<file path="src/rtl/dft_consts.svh">
// Constants of the dynamic fan start temperature loop: offsets, fields, resets, cycle counts.
// Assumes an 8-bit register address space reached over a plain strobe port.
`ifndef DFT_CONSTS_SVH
`define DFT_CONSTS_SVH

// Register offsets
`define DFT_OFS_OP_R1       8'h33
`define DFT_OFS_OP_LOC      8'h34
`define DFT_OFS_OP_R2       8'h35
`define DFT_OFS_CTRL1       8'h36
`define DFT_OFS_CTRL2       8'h37
`define DFT_OFS_LOW_R1      8'h4e
`define DFT_OFS_HIGH_R1     8'h4f
`define DFT_OFS_LOW_LOC     8'h50
`define DFT_OFS_HIGH_LOC    8'h51
`define DFT_OFS_LOW_R2      8'h52
`define DFT_OFS_HIGH_R2     8'h53
`define DFT_OFS_HYST_A      8'h6d
`define DFT_OFS_HYST_B      8'h6e
`define DFT_OFS_START_R1    8'h70
`define DFT_OFS_START_LOC   8'h71
`define DFT_OFS_START_R2    8'h72
`define DFT_OFS_FORMAT      8'h73

// Field positions in the first loop-control register
`define DFT_CTRL1_CYC_MSB   0
`define DFT_CTRL1_COPY_LSB  2
`define DFT_CTRL1_ADAPT_LSB 5
`define DFT_CTRL1_MASK      8'hfd

// Reset values
`define DFT_LOW_RST         8'h01
`define DFT_HIGH_RST        8'h7f
`define DFT_OP_RST          8'ha4
`define DFT_HYST_RST        4'h4
`define DFT_START_RST       8'h5a
`define DFT_CTRL_RST        8'h00

// Temperature arithmetic
`define DFT_OFS64_DEG       12'sh040
`define DFT_OFS64_QTR       12'sh100
`define DFT_FLOOR_TWOS      12'shf81
`define DFT_FLOOR_OFS64     12'shfc0
`define DFT_SMALL_RISE_QTR  12'sh001

// Short cycle length for code 000, in monitoring cycles
`define DFT_CYCLE_BASE      12'h008

`endif

</file>
<file path="src/rtl/dft_pkg.sv">
// Types shared by the dynamic fan start temperature loop.
// Assumes the constants header is included by each design file that needs numbers.
package dft_pkg;
    typedef logic [7:0]         dft_byte_t;   // Register byte
    typedef logic [9:0]         dft_temp_t;   // Measured temperature, 0.25 degree lsb
    typedef logic [2:0]         dft_code_t;   // Cycle selector code
    typedef logic signed [11:0] dft_sdeg_t;   // Signed degrees or quarter degrees
endpackage

</file>
<file path="src/rtl/dft_cycle_timer.sv">
// Monitoring-cycle counter of one channel, giving short and long cycle pulses.
// Assumes monitor_tick is a one-cycle pulse on clk, one per monitoring cycle.
`timescale 1ns/10ps
`include "dft_consts.svh"
module dft_cycle_timer import dft_pkg::*; (
    input  wire logic      clk,
    input  wire logic      rst_n,
    input  wire logic      monitor_tick,
    input  wire logic      restart,
    input  wire dft_code_t code,
    output logic           short_tick,
    output logic           long_tick
);
    logic [11:0] cnt_q;
    logic [11:0] cnt_d;
    logic [11:0] cnt_next;
    logic [11:0] short_len;
    logic [11:0] long_len;

    // Short length doubles with each code step; long is twice short
    assign short_len  = `DFT_CYCLE_BASE << code;
    assign long_len   = short_len << 1;
    assign cnt_next   = cnt_q + 12'h001;
    // A long cycle is always a short cycle too, even after the code shrinks mid-count
    assign short_tick = monitor_tick && !restart &&
                        (((cnt_next & (short_len - 12'h001)) == 12'h000) || (cnt_next >= long_len));
    assign long_tick  = monitor_tick && !restart && (cnt_next >= long_len);

    // Counter wraps at the long cycle and restarts when adaptation is enabled
    assign cnt_d = restart   ? 12'h000 :
                   long_tick ? 12'h000 :
                   monitor_tick ? cnt_next : cnt_q;

    // Counter register
    always_ff @(posedge clk) begin
        if (!rst_n) begin
            cnt_q <= 12'h000;
        end else begin
            cnt_q <= cnt_d;
        end
    end
endmodule

</file>
<file path="src/rtl/dft_chan_adjust.sv">
// Fan start temperature adjustment of one channel for short and long cycles.
// Assumes temperatures and ticks come from logic on clk, in the selected format.
`timescale 1ns/10ps
`include "dft_consts.svh"
module dft_chan_adjust import dft_pkg::*; (
    input  wire logic      clk,
    input  wire logic      rst_n,
    input  wire logic      adapt_en,
    input  wire logic      offset64,
    input  wire logic      monitor_tick,
    input  wire logic      short_tick,
    input  wire logic      long_tick,
    input  wire dft_temp_t temp_meas,
    input  wire dft_byte_t op_temp,
    input  wire logic [3:0] hyst,
    input  wire dft_byte_t low_lim,
    input  wire dft_byte_t high_lim,
    input  wire logic      sw_wr,
    input  wire dft_byte_t sw_data,
    output dft_byte_t      start_q
);
    // Register code to signed degrees
    function automatic dft_sdeg_t deg_of(input dft_byte_t v, input logic off64);
        deg_of = off64 ? ($signed({4'h0, v}) - `DFT_OFS64_DEG) : $signed({{4{v[7]}}, v});
    endfunction
    // Signed degrees to signed quarter degrees
    function automatic dft_sdeg_t qtr_of(input dft_sdeg_t d);
        qtr_of = $signed({d[9:0], 2'b00});
    endfunction
    // Measured code to signed quarter degrees
    function automatic dft_sdeg_t meas_of(input dft_temp_t t, input logic off64);
        meas_of = off64 ? ($signed({2'b00, t}) - `DFT_OFS64_QTR) : $signed({{2{t[9]}}, t});
    endfunction

    dft_temp_t prev_q;
    dft_byte_t start_d;
    dft_sdeg_t meas_qt, rise_qt, st_dg, op_dg, low_dg, hi_dg, floor_dg;
    dft_sdeg_t short_cut, long_cut, raise_dg, sum_dg, clamp_dg, enc_dg;
    logic      active, above_band, above_op, raise_ok, adj_go;

    // Operands in signed units
    assign meas_qt  = meas_of(temp_meas, offset64);
    assign rise_qt  = meas_qt - meas_of(prev_q, offset64);
    assign st_dg    = deg_of(start_q, offset64);
    assign op_dg    = deg_of(op_temp, offset64);
    assign low_dg   = deg_of(low_lim, offset64);
    assign hi_dg    = deg_of(high_lim, offset64);
    assign floor_dg = offset64 ? `DFT_FLOOR_OFS64 : `DFT_FLOOR_TWOS;

    // Loop acts only when enabled and at or above the start temperature
    assign active     = adapt_en && (meas_qt >= qtr_of(st_dg));
    assign above_band = meas_qt > qtr_of(op_dg - $signed({8'h00, hyst}));
    assign above_op   = meas_qt > qtr_of(op_dg);
    assign raise_ok   = (meas_qt < qtr_of(low_dg)) && (st_dg < hi_dg) &&
                        (st_dg < op_dg) && (meas_qt > qtr_of(st_dg));

    // Short cycle cuts twice the rise, which in quarters halved is degrees times two
    assign short_cut = (short_tick && active && above_band && (rise_qt > `DFT_SMALL_RISE_QTR)) ?
                       (rise_qt >>> 1) : 12'sh000;
    assign long_cut  = (long_tick && active && above_op) ? 12'sh001 : 12'sh000;
    assign raise_dg  = (long_tick && active && raise_ok) ? 12'sh001 : 12'sh000;

    // Combine, saturate and encode back to register format
    assign sum_dg   = st_dg - short_cut - long_cut + raise_dg;
    assign clamp_dg = ((raise_dg != 12'sh000) && (sum_dg > hi_dg)) ? hi_dg :
                      (sum_dg < floor_dg) ? floor_dg : sum_dg;
    assign enc_dg   = offset64 ? (clamp_dg + `DFT_OFS64_DEG) : clamp_dg;
    assign adj_go   = (short_cut != 12'sh000) || (long_cut != 12'sh000) || (raise_dg != 12'sh000);
    assign start_d  = sw_wr ? sw_data : adj_go ? enc_dg[7:0] : start_q;

    // Start temperature and previous measurement
    always_ff @(posedge clk) begin
        if (!rst_n) begin
            start_q <= `DFT_START_RST;
            prev_q  <= 10'h000;
        end else begin
            start_q <= start_d;
            prev_q  <= monitor_tick ? temp_meas : prev_q;
        end
    end
endmodule

</file>
<file path="src/rtl/dft_loop.sv">
// Top of the dynamic fan start temperature loop: register file, alarm input and three channels.
// Assumes a plain strobe register port on clk, and temperatures plus monitor tick from logic on clk.
//
// Behaviour
// - Per-channel low/high limits, reset 0x01 and 0x7f.
// - Short cycle every n, long every 2n.
// - Per-channel three-bit cycle selector fields in control registers.
// - Code 000 gives 8/16; each step doubles.
// - Below band and above low limit: no change.
// - Above band, short cycle lowers by twice rise.
// - Rise of quarter degree or less: no cut.
// - Above operating point, long cycle lowers one degree.
// - Between band and operating point, long cycle idle.
// - Raise needs four conditions all true together.
// - Start temperature never raised above high limit.
// - Start floor is -127 or -64 by format.
// - Temperature below start temperature: no adjustment.
// - Alarm assertion copies temperature into operating point.
// - Per-channel copy enables in first control register.
// - Per-channel adaptive enables; clear keeps start fixed.
// - Hysteresis nibbles at 0x6d/0x6e, reset four degrees.
// - Operating points at 0x33..0x35, reset 0xa4.
//
// Our own choice: the address-and-strobe port.
`timescale 1ns/10ps
`include "dft_consts.svh"
module dft_loop import dft_pkg::*; (
    input  wire logic      clk,
    input  wire logic      rst_n,
    input  wire dft_byte_t reg_addr,
    input  wire dft_byte_t reg_wdata,
    input  wire logic      reg_wr,
    input  wire logic      reg_rd,
    output dft_byte_t      reg_rdata,
    input  wire logic      monitor_tick,
    input  wire dft_temp_t temp_remote1,
    input  wire dft_temp_t temp_local,
    input  wire dft_temp_t temp_remote2,
    input  wire logic      thermal_alarm_n,
    output dft_byte_t      fan_start_remote1,
    output dft_byte_t      fan_start_local,
    output dft_byte_t      fan_start_remote2
);
    // Per-channel offsets, index 0 remote 1, 1 local, 2 remote 2
    localparam dft_byte_t LOW_OFS   [3] = '{`DFT_OFS_LOW_R1, `DFT_OFS_LOW_LOC, `DFT_OFS_LOW_R2};
    localparam dft_byte_t HIGH_OFS  [3] = '{`DFT_OFS_HIGH_R1, `DFT_OFS_HIGH_LOC, `DFT_OFS_HIGH_R2};
    localparam dft_byte_t OP_OFS    [3] = '{`DFT_OFS_OP_R1, `DFT_OFS_OP_LOC, `DFT_OFS_OP_R2};
    localparam dft_byte_t START_OFS [3] = '{`DFT_OFS_START_R1, `DFT_OFS_START_LOC, `DFT_OFS_START_R2};

    dft_byte_t   low_q   [3];
    dft_byte_t   high_q  [3];
    dft_byte_t   op_q    [3];
    dft_byte_t   op_d    [3];
    logic [3:0]  hyst_q  [3];
    dft_byte_t   start_w [3];
    dft_temp_t   temp_a  [3];
    dft_code_t   code_w  [3];
    dft_byte_t   ch_rd   [3];
    dft_byte_t   ctrl1_q;
    dft_byte_t   ctrl2_q;
    logic        fmt_q;
    logic [2:0]  adapt_prev_q;
    logic [2:0]  adapt_en;
    logic [2:0]  copy_en;
    logic [2:0]  restart;
    logic [2:0]  short_tick;
    logic [2:0]  long_tick;
    logic [2:0]  wr_op;
    logic        alm_meta_q;
    logic        alm_sync_q;
    logic        alm_prev_q;
    logic        alm_fall;
    dft_byte_t   glob_rd;
    dft_byte_t   rd_mux;

    // Channel inputs gathered for indexing
    assign temp_a[0] = temp_remote1;
    assign temp_a[1] = temp_local;
    assign temp_a[2] = temp_remote2;

    // Control field decode
    assign adapt_en  = ctrl1_q[`DFT_CTRL1_ADAPT_LSB +: 3];
    assign copy_en   = ctrl1_q[`DFT_CTRL1_COPY_LSB +: 3];
    assign code_w[0] = ctrl2_q[2:0];
    assign code_w[1] = ctrl2_q[5:3];
    assign code_w[2] = {ctrl1_q[`DFT_CTRL1_CYC_MSB], ctrl2_q[7:6]};
    assign restart   = adapt_en & ~adapt_prev_q;

    // Alarm pin synchroniser; only the second stage feeds the edge detect
    always_ff @(posedge clk) begin
        if (!rst_n) begin
            alm_meta_q <= 1'b1;
            alm_sync_q <= 1'b1;
            alm_prev_q <= 1'b1;
        end else begin
            alm_meta_q <= thermal_alarm_n;
            alm_sync_q <= alm_meta_q;
            alm_prev_q <= alm_sync_q;
        end
    end

    // Falling edge of the synchronised alarm marks its assertion
    assign alm_fall = alm_prev_q && !alm_sync_q;

    // Global registers
    always_ff @(posedge clk) begin
        if (!rst_n) begin
            ctrl1_q      <= `DFT_CTRL_RST;
            ctrl2_q      <= `DFT_CTRL_RST;
            fmt_q        <= 1'b0;
            adapt_prev_q <= 3'h0;
        end else begin
            ctrl1_q      <= (reg_wr && reg_addr == `DFT_OFS_CTRL1) ? (reg_wdata & `DFT_CTRL1_MASK) : ctrl1_q;
            ctrl2_q      <= (reg_wr && reg_addr == `DFT_OFS_CTRL2) ? reg_wdata : ctrl2_q;
            fmt_q        <= (reg_wr && reg_addr == `DFT_OFS_FORMAT) ? reg_wdata[0] : fmt_q;
            adapt_prev_q <= adapt_en;
        end
    end

    // Hysteresis nibbles; remote 1 high and local low of the first, remote 2 high of the second
    always_ff @(posedge clk) begin
        if (!rst_n) begin
            hyst_q[0] <= `DFT_HYST_RST;
            hyst_q[1] <= `DFT_HYST_RST;
            hyst_q[2] <= `DFT_HYST_RST;
        end else begin
            hyst_q[0] <= (reg_wr && reg_addr == `DFT_OFS_HYST_A) ? reg_wdata[7:4] : hyst_q[0];
            hyst_q[1] <= (reg_wr && reg_addr == `DFT_OFS_HYST_A) ? reg_wdata[3:0] : hyst_q[1];
            hyst_q[2] <= (reg_wr && reg_addr == `DFT_OFS_HYST_B) ? reg_wdata[7:4] : hyst_q[2];
        end
    end

    // Per-channel registers, cycle timer and adjustment
    genvar i;
    generate
        for (i = 0; i < 3; i++) begin : g_ch
            assign wr_op[i] = reg_wr && (reg_addr == OP_OFS[i]);
            // Software write wins over the alarm copy in the same cycle
            assign op_d[i]  = wr_op[i] ? reg_wdata :
                              (alm_fall && copy_en[i]) ? temp_a[i][9:2] : op_q[i];

            always_ff @(posedge clk) begin
                if (!rst_n) begin
                    low_q[i]  <= `DFT_LOW_RST;
                    high_q[i] <= `DFT_HIGH_RST;
                    op_q[i]   <= `DFT_OP_RST;
                end else begin
                    low_q[i]  <= (reg_wr && reg_addr == LOW_OFS[i]) ? reg_wdata : low_q[i];
                    high_q[i] <= (reg_wr && reg_addr == HIGH_OFS[i]) ? reg_wdata : high_q[i];
                    op_q[i]   <= op_d[i];
                end
            end

            dft_cycle_timer u_timer (
                .clk          (clk),
                .rst_n        (rst_n),
                .monitor_tick (monitor_tick),
                .restart      (restart[i]),
                .code         (code_w[i]),
                .short_tick   (short_tick[i]),
                .long_tick    (long_tick[i])
            );

            dft_chan_adjust u_adjust (
                .clk          (clk),
                .rst_n        (rst_n),
                .adapt_en     (adapt_en[i]),
                .offset64     (fmt_q),
                .monitor_tick (monitor_tick),
                .short_tick   (short_tick[i]),
                .long_tick    (long_tick[i]),
                .temp_meas    (temp_a[i]),
                .op_temp      (op_q[i]),
                .hyst         (hyst_q[i]),
                .low_lim      (low_q[i]),
                .high_lim     (high_q[i]),
                .sw_wr        (reg_wr && (reg_addr == START_OFS[i])),
                .sw_data      (reg_wdata),
                .start_q      (start_w[i])
            );

            // Channel read decode
            assign ch_rd[i] = (reg_addr == LOW_OFS[i])   ? low_q[i]   :
                              (reg_addr == HIGH_OFS[i])  ? high_q[i]  :
                              (reg_addr == OP_OFS[i])    ? op_q[i]    :
                              (reg_addr == START_OFS[i]) ? start_w[i] : 8'h00;
        end
    endgenerate

    // Global read decode; unmapped addresses read zero
    assign glob_rd = (reg_addr == `DFT_OFS_CTRL1)  ? ctrl1_q :
                     (reg_addr == `DFT_OFS_CTRL2)  ? ctrl2_q :
                     (reg_addr == `DFT_OFS_HYST_A) ? {hyst_q[0], hyst_q[1]} :
                     (reg_addr == `DFT_OFS_HYST_B) ? {hyst_q[2], 4'h0} :
                     (reg_addr == `DFT_OFS_FORMAT) ? {7'h00, fmt_q} : 8'h00;
    assign rd_mux  = glob_rd | ch_rd[0] | ch_rd[1] | ch_rd[2];

    // Read data stands for one cycle after the strobe, zero otherwise
    always_ff @(posedge clk) begin
        if (!rst_n) begin
            reg_rdata <= 8'h00;
        end else begin
            reg_rdata <= reg_rd ? rd_mux : 8'h00;
        end
    end

    // Start temperatures driven out from the channel registers
    assign fan_start_remote1 = start_w[0];
    assign fan_start_local   = start_w[1];
    assign fan_start_remote2 = start_w[2];
endmodule

</file>
<file path="config.mk">
export PLATFORM = sky130hd
export DESIGN_NAME = dft_loop
export DESIGN_NICKNAME = d
export VERILOG_FILES = /design/src/rtl/dft_pkg.sv /design/src/rtl/dft_cycle_timer.sv /design/src/rtl/dft_chan_adjust.sv /design/src/rtl/dft_loop.sv
export VERILOG_INCLUDE_DIRS = /design/src /design/src/rtl
export SDC_FILE = /design/constraint.sdc
export NUM_CORES = 1
export LEC_CHECK = 0
export ABC_CLOCK_PERIOD_IN_PS = 12300
export BUFFER_PORTS_ARGS = -buffer_cell sky130_fd_sc_hd__buf_2
export CAP_MARGIN = 25
export CORE_MARGIN = 3
export CORE_UTILIZATION = 46
export CTS_BUF_LIST = sky130_fd_sc_hd__clkbuf_8 sky130_fd_sc_hd__clkbuf_16
export DETAILED_ROUTE_END_ITERATION = 8
export PLACE_DENSITY = 0.58
export SLEW_MARGIN = 20
export SYNTH_ARGS = -nofsm -noshare
export SYNTH_HDL_FRONTEND = slang
export SYNTH_SLANG_ARGS = --single-unit
</file>
<file path="constraint.sdc">
create_clock -name clk -period 12.3 [get_ports clk]
set_clock_uncertainty 0.15 [all_clocks]
set_input_delay 1.23 -clock clk [delete_from_list [all_inputs] [get_ports clk]]
set_output_delay 1.23 -clock clk [all_outputs]
set_load 0.005 [all_outputs]
</file>
======== Word-level counts from Yosys, hierarchy flattened ========
Memories as Yosys holds them, arrays and structs flattened.
Cells that the tools add are included.
operators by class
  $add $sub $neg .......................... 42
  magnitude comparators ................... 33
  equal/unequal tests ..................... 17
  shift operators ......................... 3
  multiplexer cells ....................... 89
  bitwise logic cells ..................... 21
  reductions and logical operators ........ 95
operators with widths
  kind                                                 number
  2-to-1 mux 8 bit                                     52
  2-to-1 mux 12 bit                                    18
  > comparator 12 bit                                  12
  < comparator 12 bit                                  9
  nonzero test 12 bit                                  9
  subtractor 12 bit                                    9
  subtractor 8 x 7 -> 9 bit, second input constant     12
  equality test 8 x 7 -> 1 bit, second input constant  12
  >= comparator 12 bit                                 6
  subtractor 10 x 9 -> 11 bit, second input constant   6
  logical AND 1 bit                                    63
  equality test 8 x 6 -> 1 bit, second input constant  5
  adder 12 x 1 -> 12 bit, second input constant        3
  adder 12 x 2 -> 12 bit                               3
  AND 12 bit                                           3
  > comparator 12 x 2 -> 1 bit, second input constant  3
  logical NOT 12 bit                                   3
  < comparator 12 x 8 -> 1 bit                         3
  left shift 4 x 3 -> 12 bit, first input constant     3
  subtractor 12 x 1 -> 12 bit, second input constant   3
  2-to-1 mux 10 bit                                    3
  subtractor 10 x 5 -> 10 bit                          3
  adder 8 bit, second input constant                   3
  2-to-1 mux 4 bit                                     6
  12 further kinds                                     48
storage, ports and cells
  register bits ........................... 120
  RAM bits ................................ 84
  input bits .............................. 52
  memories ................................ 4
memory list
  memory  words  bits a word  rd ports  clocked after Yosys merged registers in  write ports  RTL line        source
  high_q  3      8            3         0                                        3            dft_loop.sv:51  dft_byte_t high_q [3];
  low_q   3      8            3         0                                        3            dft_loop.sv:50  dft_byte_t low_q [3];
  op_q    3      8            3         0                                        3            dft_loop.sv:52  dft_byte_t op_q [3];
  hyst_q  3      4            3         0                                        3            dft_loop.sv:54  logic [3:0] hyst_q [3];

======== Longest topological paths before layout ========
Gate-level depths: netlist of the first run.
  depth in word-level cells ............... 20
  depth in mapped cells ................... 39
  depth with buffers taken out ............ 37

======== Cells and area by module ========
From an unflattened synthesis of the first run, not the netlist that was laid out.
unflattened totals
  cell total of the unflattened synthesis .. 2,802
  area total of the unflattened synthesis .. 22,355.2 µm²
modules (own cells, without submodules)
  module                              times used  cells each  area each (µm²)  sequential area each (µm²)
  dft_loop                            1           680         5,740.5          2,282.2
  dft_chan_adjust (g_ch[2].u_adjust)  1           587         4,549.4          360.3
  dft_chan_adjust (g_ch[0].u_adjust)  1           587         4,548.1          360.3
  dft_chan_adjust (g_ch[1].u_adjust)  1           561         4,352.9          360.3
  dft_cycle_timer                     3           129         1,054.8          240.2

======== Least setup slack after synthesis of the first run ========
Ideal clock, no wire load.
  kind .................................... register to register
  start point ............................. register fmt_q
  end point ............................... register g_ch[0].u_adjust.start_q[7]
  arrival ................................. 8,202 ps
  data required time ...................... 12,054 ps
  slack ................................... 3,852 ps
  stages on the path, launching flop included .. 34
  path buffers ............................ 6
  path through ............................ dfxtp_1 buf_1 buf_1 clkbuf_1 clkbuf_1 nor2_1 a21oi_1 ha_1 nand4_1 nor4_1 o21ai_0 nand2_1 nand3_1 nor4_4 o31a_1 buf_6 or2b_1 fa_1 fa_1 ha_1 fa_1 a211o_1 a21o_1 a311o_1 ha_1 a2111oi_0 o221ai_1 a21oi_1 nor3_1 and3_1 clkbuf_1 a221oi_1 xnor2_1 o41ai_2
between the ends
  longest elaborated chain between the ends .. 17
  elaborated cells between the ends (all ways) .. 48
ends and longest elaborated chain
  item                                                          RTL line               source
  from (decl)                                                   dft_loop.sv:61         logic fmt_q;
  from (signal assigned)                                        dft_loop.sv:115        fmt_q <= (reg_wr && reg_addr == `DFT_OFS_FORMAT) ? reg_wdata[0] : fmt_q;
  branches (longest 17 deep; another with > comparator 12 bit)  n/a
  to (signal assigned)                                          dft_chan_adjust.sv:74  start_q <= `DFT_START_RST;
  to (signal assigned)                                          dft_chan_adjust.sv:77  start_q <= start_d;
  to (decl)                                                     dft_chan_adjust.sv:20  output dft_byte_t start_q
Several ways; the timed one is not identified. The select of a mux whose other input is x is not followed.
A chain may end at the register's enable or synchronous reset.

======== Worst setup path in the final report of the first run ========
  start point ............................. register fmt_q
  end point ............................... register g_ch[1].u_adjust.start_q[7]
between the ends
  longest elaborated chain between the ends .. 17
  elaborated cells between the ends (all ways) .. 48
ends and longest elaborated chain
  item                                                          RTL line
  branches (longest 17 deep; another with > comparator 12 bit)  n/a
  to (signal assigned)                                          dft_chan_adjust.sv:74
  to (signal assigned)                                          dft_chan_adjust.sv:77
  to (decl)                                                     dft_chan_adjust.sv:20
Several ways; the timed one is not identified. The select of a mux whose other input is x is not followed.

==> results of run 1 <==
-- registers in the layout, indices dropped and copies added (netlist names) --
name	flops
ctrl1_q	7
fmt_q	1
op_q	24
alm_prev_q	1
g_ch.u_adjust.prev_q	30
g_ch.u_timer.cnt_q	36
reg_rdata	8
alm_sync_q	1
high_q	24
alm_meta_q	1
hyst_q	12
g_ch.u_adjust.start_q	24
adapt_prev_q	3
ctrl2_q	8
low_q	24
-- cell usage in the layout (no fill, tap or decap), types with 54 or more instances in the layout --
cell	n
nor2_1	218
nor3_1	54
dfxtp_1	203
nand2_1	264
o21ai_0	118
buf_2	84
xor2_1	60
nand3_1	157
ha_1	373
xnor2_1	76
inv_1	270
mux2i_1	66
a21oi_1	136
-- per-stage QoR --
stage | setup WS [ps] | cell area [um2]
final | 3374 | 23510
after global routing | 2644 | 23510
after CTS | 3411 | 23500
after detailed placement | 3105 | 22420
after global placement | 3229 | 22410
after floorplan | 3852 | 21630
-- worst register-to-register path: cells and delay by family (launching register included) --
kind	cells	cell delay [ps]
compound gates	13	3210
fa+ha+maj	6	2300
simple gates	6	1390
flops	1	630
mux	1	240
buf+inv	3	880
-- final cells by class --
cell class / count / area (um2)
flip-flops and latches: 204 / 4088
inverters: 269 / 1011
repair buffers: 102 / 553.0
well taps: 600 / 750.7
clock inverters: 21 / 335.3
diodes: 1 / 2.502
multi-input cells: 2198 / 16030
fillers: 4537 / 22360
clock buffers: 31 / 742.0
-- logic make-up after synthesis --
kind of cell | Yosys count | synth area share [%]
and+or+nand+nor | 956 | 21.49
DFF | 204 | 18.88
adders and majority gates | 388 | 22.97
xor gates and xnor gates | 136 | 5.508
AOI/OAI and AO/OA | 647 | 20.89
buffers and inverters | 394 | 7.076
muxes | 68 | 3.159
other | 1 | 0.01734
-- report_power, final --
| part | internal, mW | switching [mW] |
|---|---|---|
| clock network | 0.603 | 0.349 |
| logic | 0.103 | 0.181 |
| registers | 0.670 | 0.00868 |
| total | 1.38 | 0.538 |
-- layer usage --
layer | wire length (um) | GRT usage (%) | vias up
met1 | 31840 | 37.04 | 9730
met4 | 2305 | 8.696 | 0
li1 | - | - | 10096
met2 | 32360 | 45.96 | 633
met5 | 0 | 0 | -
met3 | 4187 | 3.884 | 151
-- worst paths after layout --
| kind | start | depth (start not counted) | end |
|---|---|---|---|
| max | fmt_q | 29 | g_ch[1].u_adjust.start_q[7] |
| min | low_q[1][3] | 2 | low_q[1][3] |
| max reg2reg | fmt_q | 29 | g_ch[1].u_adjust.start_q[7] |
| min reg2reg | low_q[1][3] | 2 | low_q[1][3] |
==> reports/qor.yml, run 1 <==
pwr:
  ir_drop_v: 0.0001130
  p_leak_nw: 10.28
  powerDensity_mw_per_mm2: 81.43
  total_power_mw: 1.915
synthesis:
  yosys.cell_types.count: 95
  synth_edf_count: 0
  ys_ff_latch: 204
  ys_warn_count: 0
  syn_inst: 2794
  dominantRegCellSynth: "dfxtp_1"
  yosysTopAreaCell: "ha_1"
  yosysMostFrequentCell: "ha_1"
  ys_async_sr_fraction_pct: 0
  synth_top_area_share_pct: 21.58
  ys_top_cells_by_area: "ha_1, dfxtp_1, inv_1, nand2_1, nor2_1"
  avgSynthCellArea_um2: 7.740
  ys_seq_area_share_pct: 18.88
  synth_area_mm2: 0.02163
  ys_top_cells_by_count: "ha_1, inv_1, nand2_1"
clock_network:
  numCtsBuffers: 28
  root_buffer: "clkbuf_16"
  ctsHoldBuffers: 0
  cts_resized: 0
  clkTransAtPathRegs_ps: 60
  postCtsSetupBuffers: 0
  cts_sinks: 204
  clk_latency_ps: 590
  cts_tree: "yes"
  clk_path_buf_depth: 3
  htree_num_levels: 1
floorplanning:
  pin_count: 84
  dieWidth_um: 222.8
  die_h_um: 222.8
  initial_core_util_pct: 47.15
  num_rows: 78
  core_mm2: 0.04587
  die-area_mm2: 0.04965
routing:
  drt_pre_antenna_iters: 7
  vias_per_cell: 6.016
  drt_iter0_drc: 1649
  dr_total_vias: 20610
  drtAntennaViolNets: 0
  remaining_drc_errors: 0
  drt_wl_total_mm: 70.70
  routedWlPerCell_um: 20.64
place:
  port-buffer-count: 83
  place_inst: 3371
  gp_congestion: 0.9010
  dpl.hpwl_mm: 53.42
timing:
  rsz0062_at_grt: "no"
  finalHoldViolCount: 0
  period_needed_ps: 8926
  hold_ws_ps: 307.2
  tns_ps: 0
  fin_crit_sh_pct: 72.57
  worstMarginPinSlew_ps: 929.5
  setup_viol: 0
  fmaxAchievable_mhz: 112.0
  max_slew_margin_pct: 37.38
  maxSlewViolCount: 0
grt:
  grt_pass1_wl_mm: 111.5
  grt_pass1_vias: 20049
  grt_max_degree: 66
  grt_overflow: 0
  track_usage_pct: 27.65
  antenna_found_initial: 0
setup_path:
  slowest_stage: "buf_4"
  critical_path.max_fanout: 53
  rrSetupSlack_ps: 3370
  cp-start-kind: "flip-flop"
  critPathCaptureType: "flip-flop"
  worst-path-buf-inv: 3
  path_class: "reg2reg"
  cpPeakStageDelay_ps: 690
  critPathTopFamily: "compound AO/OA/AOI/OAI gates"
  arrival_ps: 9230
  cp_data_required_time_ps: 12600
final_layout:
  nNetsFinal: 3243
  final_cell_count_no_fill: 3426
  final_core_util_pct: 51.26
  area_growth_pct: 8.731
  drive_above_1_share_pct: 7.150
status:
  status: "finished, final reports clean"
job:
  maxCapViolations: 0
min_path:
  min_path_type: "reg2reg"
Power figures use the tool's default switching activity.
==> run 2: changes to the inputs <==
- ABC_CLOCK_PERIOD_IN_PS: 12300 -> 8000
- PLACE_DENSITY: 0.58 -> 0.61
- clock period: 12.3 -> 8 ns (I/O delays scaled with it)
==> run 2 against run 1 <==
  * Total power up 45%
  * Non-clock buffer count is 85 higher
  * Count of clock-buffer cells in the layout decreased by 1
  * Clock power is 32% higher
  * Via count increased by 3.4%
  * Highest routed layer is now met5
  * Die area stayed put
  * Sequential share of layout area fell by 0.59 points
  * Sequential cell count unchanged
  * Register-to-register slack worse by 3000 ps
  * Final cell count increased by 2.4%
  * Routed wire length increased by 1.6%
==> reports/qor.yml, run 2 (same netlist as run 1, synthesis figures left out) <==
final_layout:
  final_core_util_pct: 53.12  # was 51.26%
  multiInputGateArea_mm2: 0.01638  # was 0.01603 mm2
  largest_register_ffs: 36  # unchanged
  top_register: "g_ch.u_timer.cnt_q"  # unchanged
  ff_latch_area_mm2: 0.004091  # was 0.004088 mm2
  fillCellCount: 4457  # was 4537
  drive_above_1_share_pct: 11.94  # was 7.150%
  reg_top3: "g_ch.u_timer.cnt_q (36), g_ch.u_adjust.prev_q (30)"  # unchanged
  mostFrequentLayoutCells: "ha_1, inv_1, nand2_1, nor2_1, dfxtp_1"  # unchanged
  final_cell_count_no_fill: 3508  # was 3426
  area_growth_pct: 12.68  # was 8.731%
  final_common_cell: "ha_1"  # unchanged
  nNetsFinal: 3327  # was 3243
clock_network:
  numCtsBuffers: 27  # was 28
  cts_tree: "yes"  # unchanged
  clk_path_buf_depth: 3  # unchanged
  clkTransAtPathRegs_ps: 60  # about the same
  cts_sinks: 204  # unchanged
  htree_num_levels: 1  # unchanged
  root_buffer: "clkbuf_16"  # unchanged
  clk_latency_ps: 580  # was 590 ps
  ctsHoldBuffers: 0  # unchanged
pwr:
  ir_drop_v: 0.0001638  # was 0.0001130 V
  powerDensity_mw_per_mm2: 113.7  # was 81.43 mW/mm2
  p_leak_nw: 10.69  # was 10.28 nW
timing:
  maxSlewViolCount: 0  # unchanged
  setup_slack_ps: 364.1  # was 3374 ps
  finalHoldViolCount: 0  # unchanged
  fin_crit_sh_pct: 95.45  # was 72.57%
  period_needed_ps: 7636  # was 8926 ps
  max_slew_margin_pct: 31.55  # was 37.38%
  fmaxAchievable_mhz: 131.0  # was 112.0 MHz
  worstMarginPinSlew_ps: 1020  # was 929.5 ps
  setup_viol: 0  # unchanged
routing:
  drt_wl_total_mm: 71.84  # was 70.70 mm
  dr_total_vias: 21312  # was 20.61k
  drtAntennaViolNets: 0  # unchanged
  drt_pre_antenna_iters: 6  # was 7
  vias_per_cell: 6.075  # was 6.016
  drt_iter0_drc: 1734  # was 1649
  routedWlPerCell_um: 20.48  # was 20.64 um
  remaining_drc_errors: 0  # unchanged
setup_path:
  worst-path-buf-inv: 1  # was 3
  critPathTopFamily: "compound AO/OA/AOI/OAI gates"  # unchanged
  path_depth: 30  # was 29
  cp_data_required_time_ps: 8310  # was 12600 ps
  slowest_stage: "fa_1"  # was buf_4
  cp-start-kind: "flip-flop"  # unchanged
  critical_path.max_fanout: 9  # was 53
  critPathLaunch: "hyst_q[0][1]"  # was fmt_q
  r2r_cells: 30  # was 29
  rr_endpoint: "g_ch[0].u_adjust.start_q[7]"  # was g_ch[1].u_adjust.start_q[7]
  arrival_ps: 7950  # was 9230 ps
  timing.rr.start: "hyst_q[0][1]"  # was fmt_q
  path_class: "reg2reg"  # unchanged
  cp-endpoint: "g_ch[0].u_adjust.start_q[7]"  # was g_ch[1].u_adjust.start_q[7]
  rrSetupSlack_ps: 360  # was 3370 ps
  cpPeakStageDelay_ps: 450  # was 690 ps
  critPathCaptureType: "flip-flop"  # unchanged
place:
  place_inst: 3442  # was 3371
  gp_congestion: 0.9367  # was 0.9010
  dpl.hpwl_mm: 54.45  # was 53.42 mm
  dp_slack_ps: -156.9  # was 3105 ps
  port-buffer-count: 83  # unchanged
grt:
  antenna_found_initial: 4  # was 0
  grt_pass1_vias: 20411  # was 20.05k
  grt_max_degree: 58  # was 66
  grtUsageMet3_pct: 4.215  # was 3.884%
  grt_pass1_wl_mm: 111.3  # was 111.5 mm
  busiest_layer: "met2"  # unchanged
  track_usage_pct: 27.61  # was 27.65%
  grt.met1_usage_pct: 37.29  # was 37.04%
  grt_overflow: 0  # unchanged
  grt_util_met2_pct: 45.15  # was 45.96%
floorplanning:
  initial_core_util_pct: 47.15  # unchanged
  pin_count: 84  # unchanged
  dieWidth_um: 222.8  # unchanged
  die_h_um: 222.8  # unchanged
  die-area_mm2: 0.04965  # unchanged
  core_mm2: 0.04587  # unchanged
  num_rows: 78  # unchanged
min_path:
  min_path_type: "in2reg"  # was reg2reg
status:
  status: "finished, final reports clean"  # unchanged
job:
  maxCapViolations: 0  # unchanged
[run 2: cell count changes in the layout (fill, tap and decap cells not counted), moves of 5 or more]
cell	delta
nor3_2	+7
nor3_1	-8
bufinv_16	-5
a211oi_1	-9
a21oi_1	-6
fa_1	-5
a211oi_2	+8
fa_2	+5
ha_1	-8
ha_4	+5
buf_4	+86
a21oi_2	+6
[run 2: metrics by stage]
stage          instance area (um2)  hold WS, ps  power (mW)  setup TNS (ps)
4_1_cts                      23920        272.6       2.773               0
2_1_floorplan                21640        236.3       1.359               0
3_3_place_gp                 22970        291.9       1.494          -30.77
5_1_grt                      24360        302.5       2.872          -20.23
6_report                     24370        294.2       2.770               0
3_5_place_dp                 22970        291.9       1.505          -497.9
[run 2: timing repair]
action                                  CTS  global route
buffers inserted                          1            14
pin swaps                                 2            34
endpoints found under the setup margin    6            24
gates resized for setup                   7            73
[run 2: worst min path at each step]
stage	start	endpoint	slack [ps]	depth (start not counted)
floorplan	alm_meta_q	alm_sync_q	240	1
global placement	alm_sync_q	alm_prev_q	290	1
detailed placement	alm_sync_q	alm_prev_q	290	1
CTS	thermal_alarm_n	alm_meta_q	270	2
global route	thermal_alarm_n	alm_meta_q	300	2
finish	thermal_alarm_n	alm_meta_q	290	2
[run 2: cell type report]
cell class / count / share of cell area, %
clock buffers: 30 / 2.988
clock inverters: 17 / 0.7445
multi-input cells: 2198 / 67.21
diodes: 3 / 0.03081
well taps: 600 / 3.081
inverters: 269 / 4.164
flip-flops and latches: 204 / 16.79
repair buffers: 187 / 4.986
[run 2: power by group]
part,total [mW],switching (mW),internal [mW]
sequential,1.04,0.0131,1.03
clock,1.26,0.513,0.751
combinational,0.463,0.288,0.175
[run 2: routing by layer]
| layer | routed length [um] | vias to the layer above |
|---|---|---|
| met2 | 32610 | 755 |
| met4 | 2509 | 4 |
| li1 | - | 10273 |
| met5 | 32 | - |
| met1 | 31510 | 10124 |
| met3 | 5184 | 156 |
